===== config.mk =====
export PLATFORM = sky130hd
export DESIGN_NAME = vsbs_board_select
export DESIGN_NICKNAME = d
export VERILOG_FILES = /design/src/logic/vsbs_pkg.sv /design/src/logic/vsbs_sel_if.sv /design/src/logic/vsbs_board_select.sv /design/src/logic/vsbs_decode.sv
export SDC_FILE = /design/constraint.sdc
export NUM_CORES = 1
export LEC_CHECK = 0
export BUFFER_PORTS_ARGS = -buffer_cell sky130_fd_sc_hd__buf_2
export CAP_MARGIN = 20
export CORE_UTILIZATION = 33
export DETAILED_ROUTE_END_ITERATION = 8
export PLACE_DENSITY_LB_ADDON = 0.25
export SYNTH_ARGS = -nofsm -noshare
export SYNTH_HDL_FRONTEND = slang
export SYNTH_SLANG_ARGS = --single-unit

===== constraint.sdc =====
create_clock -name clk_sys -period 1.4 [get_ports clk_sys]
set_input_delay 0.14 -clock clk_sys [delete_from_list [all_inputs] [get_ports clk_sys]]
set_output_delay 0.14 -clock clk_sys [all_outputs]
set_load 0.02 [all_outputs]

===== src/logic/vsbs_pkg.sv =====
// Package with decode constants for the short I/O board select
//
// Contract
// - Select only when address bits A07..A15 equal the nine jumper base bits.
// - A fitted jumper reads as zero, an absent jumper as one.
// - Six lower address lines pick the on-board register of a selected access.
// - Privilege jumper absent: supervisory short only; fitted: nonprivileged short only.
// - Factory jumpers give base address zero with supervisory access.
// - Thirty-two 16-bit output code registers sit at even offsets 40 to 7E hex.
// - Board decodes 64 contiguous 16-bit locations offset from base.
package vsbs_pkg;
    localparam int          BASE_BITS      = 9;
    localparam int          BASE_LSB       = 7;
    localparam int          REG_BITS       = 6;
    localparam int          REG_LSB        = 1;
    localparam logic [5:0]  AM_SHORT_SUPER = 6'h2D;
    localparam logic [5:0]  AM_SHORT_NPRIV = 6'h29;
    localparam int          AM_PRIV_BIT    = 2;
    localparam logic [5:0]  OUT_FIRST_IDX  = 6'h20;
    localparam logic [8:0]  FACTORY_JUMPERS_FITTED = 9'h1FF;
    localparam int          CLK_HZ         = 20000000;
    localparam int          READBACK_US    = 3400;
    localparam int          CONVERT_US     = 5000;
    localparam int          READBACK_CYC   = READBACK_US * (CLK_HZ / 1000000);
    localparam int          CONVERT_CYC    = CONVERT_US * (CLK_HZ / 1000000);
endpackage : vsbs_pkg


===== src/logic/vsbs_sel_if.sv =====
// Interface carrying the decode result to the acknowledge stage
`timescale 1ns/100ps
`default_nettype none
interface vsbs_sel_if;
    logic       hit;
    logic [5:0] regIdx;
    logic       isOutput;
    modport dec (output hit, output regIdx, output isOutput);
    modport use_ (input hit, input regIdx, input isOutput);
endinterface : vsbs_sel_if
`default_nettype wire


===== src/logic/vsbs_board_select.sv =====
// Top: registered board select, register index and acknowledge
`timescale 1ns/100ps
`default_nettype none
module vsbs_board_select
    import vsbs_pkg::*;
(
    input  wire logic           clk_sys,        // 20 MHz clock
    input  wire logic           rst,            // Synchronous reset, high
    input  wire logic           ce,             // Clock enable
    input  wire logic           asValid,        // Address strobe valid
    input  wire logic           dsValid,        // Data strobe valid
    input  wire logic [15:1]    addr,           // A15..A01
    input  wire logic [5:0]     am,             // Address modifier
    input  wire logic [8:0]     upper_base_address_jumpers_fitted, // A15..A08 jumpers, bits 8:1
    input  wire logic           low_base_address_jumper_fitted,     // A07 jumper
    input  wire logic           privilege_select_jumper_fitted,     // Nonprivileged when fitted
    output logic                boardSel,       // Board selected
    output logic [5:0]          regIdx,         // Selected register index
    output logic                outputReg,      // Selected register is an output code
    output logic                dtack           // Transfer acknowledge
);
    vsbs_sel_if sel ();

    // Decode widths must cover A15..A01 exactly
    if (BASE_BITS + BASE_LSB != 16 || REG_BITS + REG_LSB != BASE_LSB) begin : g_bad_width
        $error("decode widths do not cover the address bus");
    end

    wire logic [8:0] fitted = {upper_base_address_jumpers_fitted[8:1], low_base_address_jumper_fitted};

    vsbs_decode u_dec (
        .addr       (addr),
        .am         (am),
        .baseFitted (fitted),
        .privFitted (privilege_select_jumper_fitted),
        .sel        (sel)
    );

    wire logic next_boardSel = asValid && sel.hit;

    // ************************************************************
    // Registered outputs
    // ************************************************************
    // sixty-four locations
    always_ff @(posedge clk_sys) begin
        if (rst) begin
            boardSel  <= 1'b0;
            regIdx    <= 6'h00;
            outputReg <= 1'b0;
            dtack     <= 1'b0;
        end else if (ce) begin
            boardSel  <= next_boardSel;
            regIdx    <= next_boardSel ? sel.regIdx : regIdx;
            outputReg <= next_boardSel && sel.isOutput;
            dtack     <= next_boardSel && dsValid;
        end
    end
endmodule : vsbs_board_select
`default_nettype wire


===== src/logic/vsbs_decode.sv =====
// Combinational compare of address and modifier against jumpers
`timescale 1ns/100ps
`default_nettype none
module vsbs_decode
    import vsbs_pkg::*;
(
    input  wire logic [15:1]    addr,           // Bus address A15..A01
    input  wire logic [5:0]     am,             // Address modifier
    input  wire logic [8:0]     baseFitted,     // Jumper fitted per base bit, A15..A07
    input  wire logic           privFitted,     // Privilege jumper fitted
    vsbs_sel_if.dec             sel             // Decode result
);
    // ************************************************************
    // Decode
    // ************************************************************
    // fitted reads zero
    wire logic [8:0] baseValue = ~baseFitted;
    wire logic       addrMatch = (addr[15:7] == baseValue);
    wire logic [5:0] amWanted  = privFitted ? AM_SHORT_NPRIV : AM_SHORT_SUPER;
    wire logic       amMatch   = (am == amWanted);
    assign sel.hit = addrMatch && amMatch;
    assign sel.regIdx = addr[6:1];
    assign sel.isOutput = addr[6];
endmodule : vsbs_decode
`default_nettype wire


==> impl_summary.md <==
Floorplan
The floorplan has 14 rows. The floorplan step set the die height to 42.4 um. In this run the standard cell core region covers between 1500 and 2000 sq um. The floorplan die width is ~42 um. The initial core utilization is 0.354. The I/O pin count is 46. The die covers approximately 1800 sq um.

Final layout
The number of antenna diodes in the final layout is 0. After the flow finishes, the layout carries non-filler instances totaling approximately 130. The net count of the finished layout is 153. The area overhead of the layout relative to synthesis is 65.7%. The fraction of layout cells with a size suffix above 1 is 0.591.

Synthesis
The xor-xnor portion of the synthesized cell area is 0.162. The post-synth design cell area is 539 sq um. The largest family of logic cells by synthesized area is simple AND/OR/NAND/NOR gates. The gate count of the mapped netlist is 57. Of the total synthesized cell area, the portion taken by AND, OR, NAND and NOR gates is 0.304.

Of the total synthesized cell area, the portion taken by full adders, half adders and majority gates is 0. The number of flip-flops and latches in the synthesized netlist is 9. The net count of the mapped netlist is 94. The area fraction in compound gates after synthesis is 0.167. The mean instance size in the synthesized netlist is 9.46 sq um. The warning count from the yosys run is 0. The distinct cell type count of the synthesized netlist is 14.

The sequential fraction of the synthesis area is 0.334. The mux cell area share after synthesis is 0.

Clock tree
Hold repair after CTS inserted 0 buffers. TritonCTS built the clock tree. No sink is reached through more buffers than the 2 on the longest clock path. The post-CTS setup repair buffer count is 0. The total clock buffers created by CTS is 3. The number of levels in the clock H-tree is 1. CTS saw 9 sinks. The CTS clock-pin slew for the worst setup and hold paths is about 0.070 ns. At the later pin of the worst-skew pair, clock insertion delay measures roughly 0.24 ns. The root buffer cell chosen for the clock tree is sky130_fd_sc_hd__clkbuf_4.

The post-CTS resize count is 0.

Critical path
The critical path is of the in2reg type. The worst-path maximum fanout is 6. STA classifies the critical path startpoint as an input pin.

The arrival time at the worst endpoint is 1.46 ns. The critical path endpoint category is a flop. The data required time at the worst endpoint is around 1.5 ns.

Placed design
The count of port buffers added during placement is 44. Summed over all nets, the half-perimeter wirelength after detailed placement is roughly 1.1 mm. Once placement completed, the tool counted placed cells totaling between 100 and 150. Timing analysis after detailed placement gives a worst setup slack of -0.170 ns. The final estimated routing congestion in global placement is a little under 0.7.

Pwr
Of the total power, the share spent switching nets is 0.245. For this design the total switching power over the nets is approximately 0.15 mW. The part of the power in combinational logic is 0.263. The power density over the cells is 687 nW/um^2. The design internal power is ~0.46 mW. The final total power is approximately 0.61 mW. The largest voltage drop on the vdd net is 0.307 mV.

Summed over all cells, the static leakage comes to approximately 0.41 nW. The proportion of power drawn by the clock network is 0.319. The sequential power share is 0.417.

Routing
The routed length per instance is 10.6 um. Dividing the detail-routed via count by the number of cells gives 4.90. The remaining design rule violation count is 0. The pre-antenna-repair detailed-routing pass consisted of 4 iterations. The number of DRC markers after the initial detailed-route iteration is 4. The detail route stage leaves a number of antenna-violating nets equal to 0.

The final route contains 642 vias. The overall routed net length is 1.39 mm.

STA
The timing-limited maximum frequency is between 0.7 and 0.8 GHz. The number of pins with negative max-slew slack in the final report is 0. The smallest hold slack is ~0.14 ns. At the pin with the least slew margin, the transition time is between 0.2 and 0.25 ns. The final sum of negative setup slack is 0 ns. Setup repair after global routing left no endpoint under its margin. The clock period minus final worst setup slack is 1.32 ns. The clock skew is 0 ns. The final number of setup-violating endpoints is 0. In the post-route analysis, the smallest setup slack over all paths is 0.0790 ns.

The worst relative slew slack is 0.852. In the finished design, the share of the clock period the worst path needs comes to 0.944. The number of endpoints with negative hold slack in the final report came to 0.

GRT
The overall overflow remaining after global route is 0. For this run, global-route usage on met2 was measured as 0.317. In the global route stage, met1 resource usage came out at 0.151. In this run the most used layer during global routing was met2. The met3 routing resource usage after global routing is 0.0345.

The number of global-route vias before repair was about 600. The first-pass GRT wire length is between 2 and 2.5 mm. The largest net degree at the start of global routing is 10. The initial antenna violation count is 0. The combined global-route utilization of all metal layers is 0.158.

Run status
The flow ran to the end, and the final reports show no timing, DRC or antenna violations.

Worst hold path
The type of the tightest min-delay check is in2reg.

Job
The total of max-cap violations is 0.
-- cells in the final DEF (no fill, tap or decap), types with 3 or more instances in the layout --
| cell type | instances |
|---|---|
| sky130_fd_sc_hd__nand2b_2 | 3 |
| sky130_fd_sc_hd__clkbuf_4 | 3 |
| sky130_fd_sc_hd__or4_1 | 3 |
| sky130_fd_sc_hd__nand4_1 | 7 |
| sky130_fd_sc_hd__buf_4 | 14 |
| sky130_fd_sc_hd__nor4_2 | 3 |
| sky130_fd_sc_hd__dfxtp_1 | 9 |
| sky130_fd_sc_hd__o31ai_1 | 6 |
| sky130_fd_sc_hd__buf_2 | 44 |
| sky130_fd_sc_hd__a21oi_1 | 9 |
| sky130_fd_sc_hd__xnor2_1 | 10 |
-- worst paths after layout --
kind | depth (start not counted) | slack (ns) | endpoint | startpoint
hold reg to reg | 2 | 0.47 | regIdx[5]$_SDFFE_PP0P_ | regIdx[5]$_SDFFE_PP0P_
setup reg to reg | 2 | 0.80 | regIdx[0]$_SDFFE_PP0P_ | regIdx[0]$_SDFFE_PP0P_
hold / removal | 3 | 0.14 | regIdx[1]$_SDFFE_PP0P_ | addr[2]
setup / recovery | 5 | 0.08 | regIdx[3]$_SDFFE_PP0P_ | am[1]
-- per-layer routing --
layer | vias to the layer above | share of wire | wire length (um)
met5 | - | 0 | 0
met4 | 0 | 0.013 | 18
met1 | 276 | 0.41 | 568
li1 | 336 | - | -
met3 | 2 | 0.052 | 72
met2 | 28 | 0.52 | 727
-- critical path, cell delays in order --
cell	delay, ns
sky130_fd_sc_hd__buf_2	0.10
sky130_fd_sc_hd__nand4b_1	0.18
sky130_fd_sc_hd__or4_1	0.65
sky130_fd_sc_hd__o31ai_1	0.30
sky130_fd_sc_hd__a21oi_1	0.10
-- cell usage after synthesis --
master | instances | area share
sky130_fd_sc_hd__clkbuf_2 | 1 | 0.0093
sky130_fd_sc_hd__buf_1 | 2 | 0.014
sky130_fd_sc_hd__dfxtp_1 | 9 | 0.33
sky130_fd_sc_hd__nand2b_2 | 3 | 0.049
sky130_fd_sc_hd__nand4b_1 | 1 | 0.016
sky130_fd_sc_hd__buf_2 | 1 | 0.0093
sky130_fd_sc_hd__nand3b_4 | 1 | 0.037
sky130_fd_sc_hd__nor4_2 | 3 | 0.070
sky130_fd_sc_hd__a21oi_1 | 9 | 0.084
sky130_fd_sc_hd__nand3_1 | 1 | 0.0093
sky130_fd_sc_hd__or4_1 | 3 | 0.042
sky130_fd_sc_hd__o31ai_1 | 6 | 0.084
sky130_fd_sc_hd__nand4_1 | 7 | 0.081
sky130_fd_sc_hd__xnor2_1 | 10 | 0.16
-- final cells by class --
| cell class | instances | area, sq um |
|---|---|---|
| clock buffer | 4 | 26.3 |
| fill | 156 | 631 |
| multi-input combinational | 44 | 342 |
| sequential | 9 | 180 |
| tap | 16 | 20.0 |
| timing repair buffer | 58 | 325 |
-- cell families after synthesis --
kind of cell | Yosys count
AO/OA/AOI/OAI | 15
flip-flops | 9
XOR/XNOR | 10
AND/OR/NAND/NOR | 19
buffers and inverters | 4
-- through the flow --
stage | util | instance area, sq um
finish | 0.586 | 893
global route | 0.586 | 893
CTS | 0.586 | 893
detailed placement | 0.569 | 867
global placement | 0.569 | 867
floorplan | - | 539
-- registers in the layout, indices dropped and copies added (netlist names) --
signal and flops:
boardSel 1, dtack 1, outputReg 1, regIdx 6
-- power by group through the flow --
stage          clock (mW)  combinational (mW)  sequential, mW
2_1_floorplan           0              0.0587           0.262
3_3_place_gp            0               0.157           0.262
3_5_place_dp            0               0.162           0.262
4_1_cts             0.201               0.163           0.256
5_1_grt             0.215               0.175           0.256
6_report            0.196               0.162           0.256
Note: power is estimated with default switching activity, not from simulation.
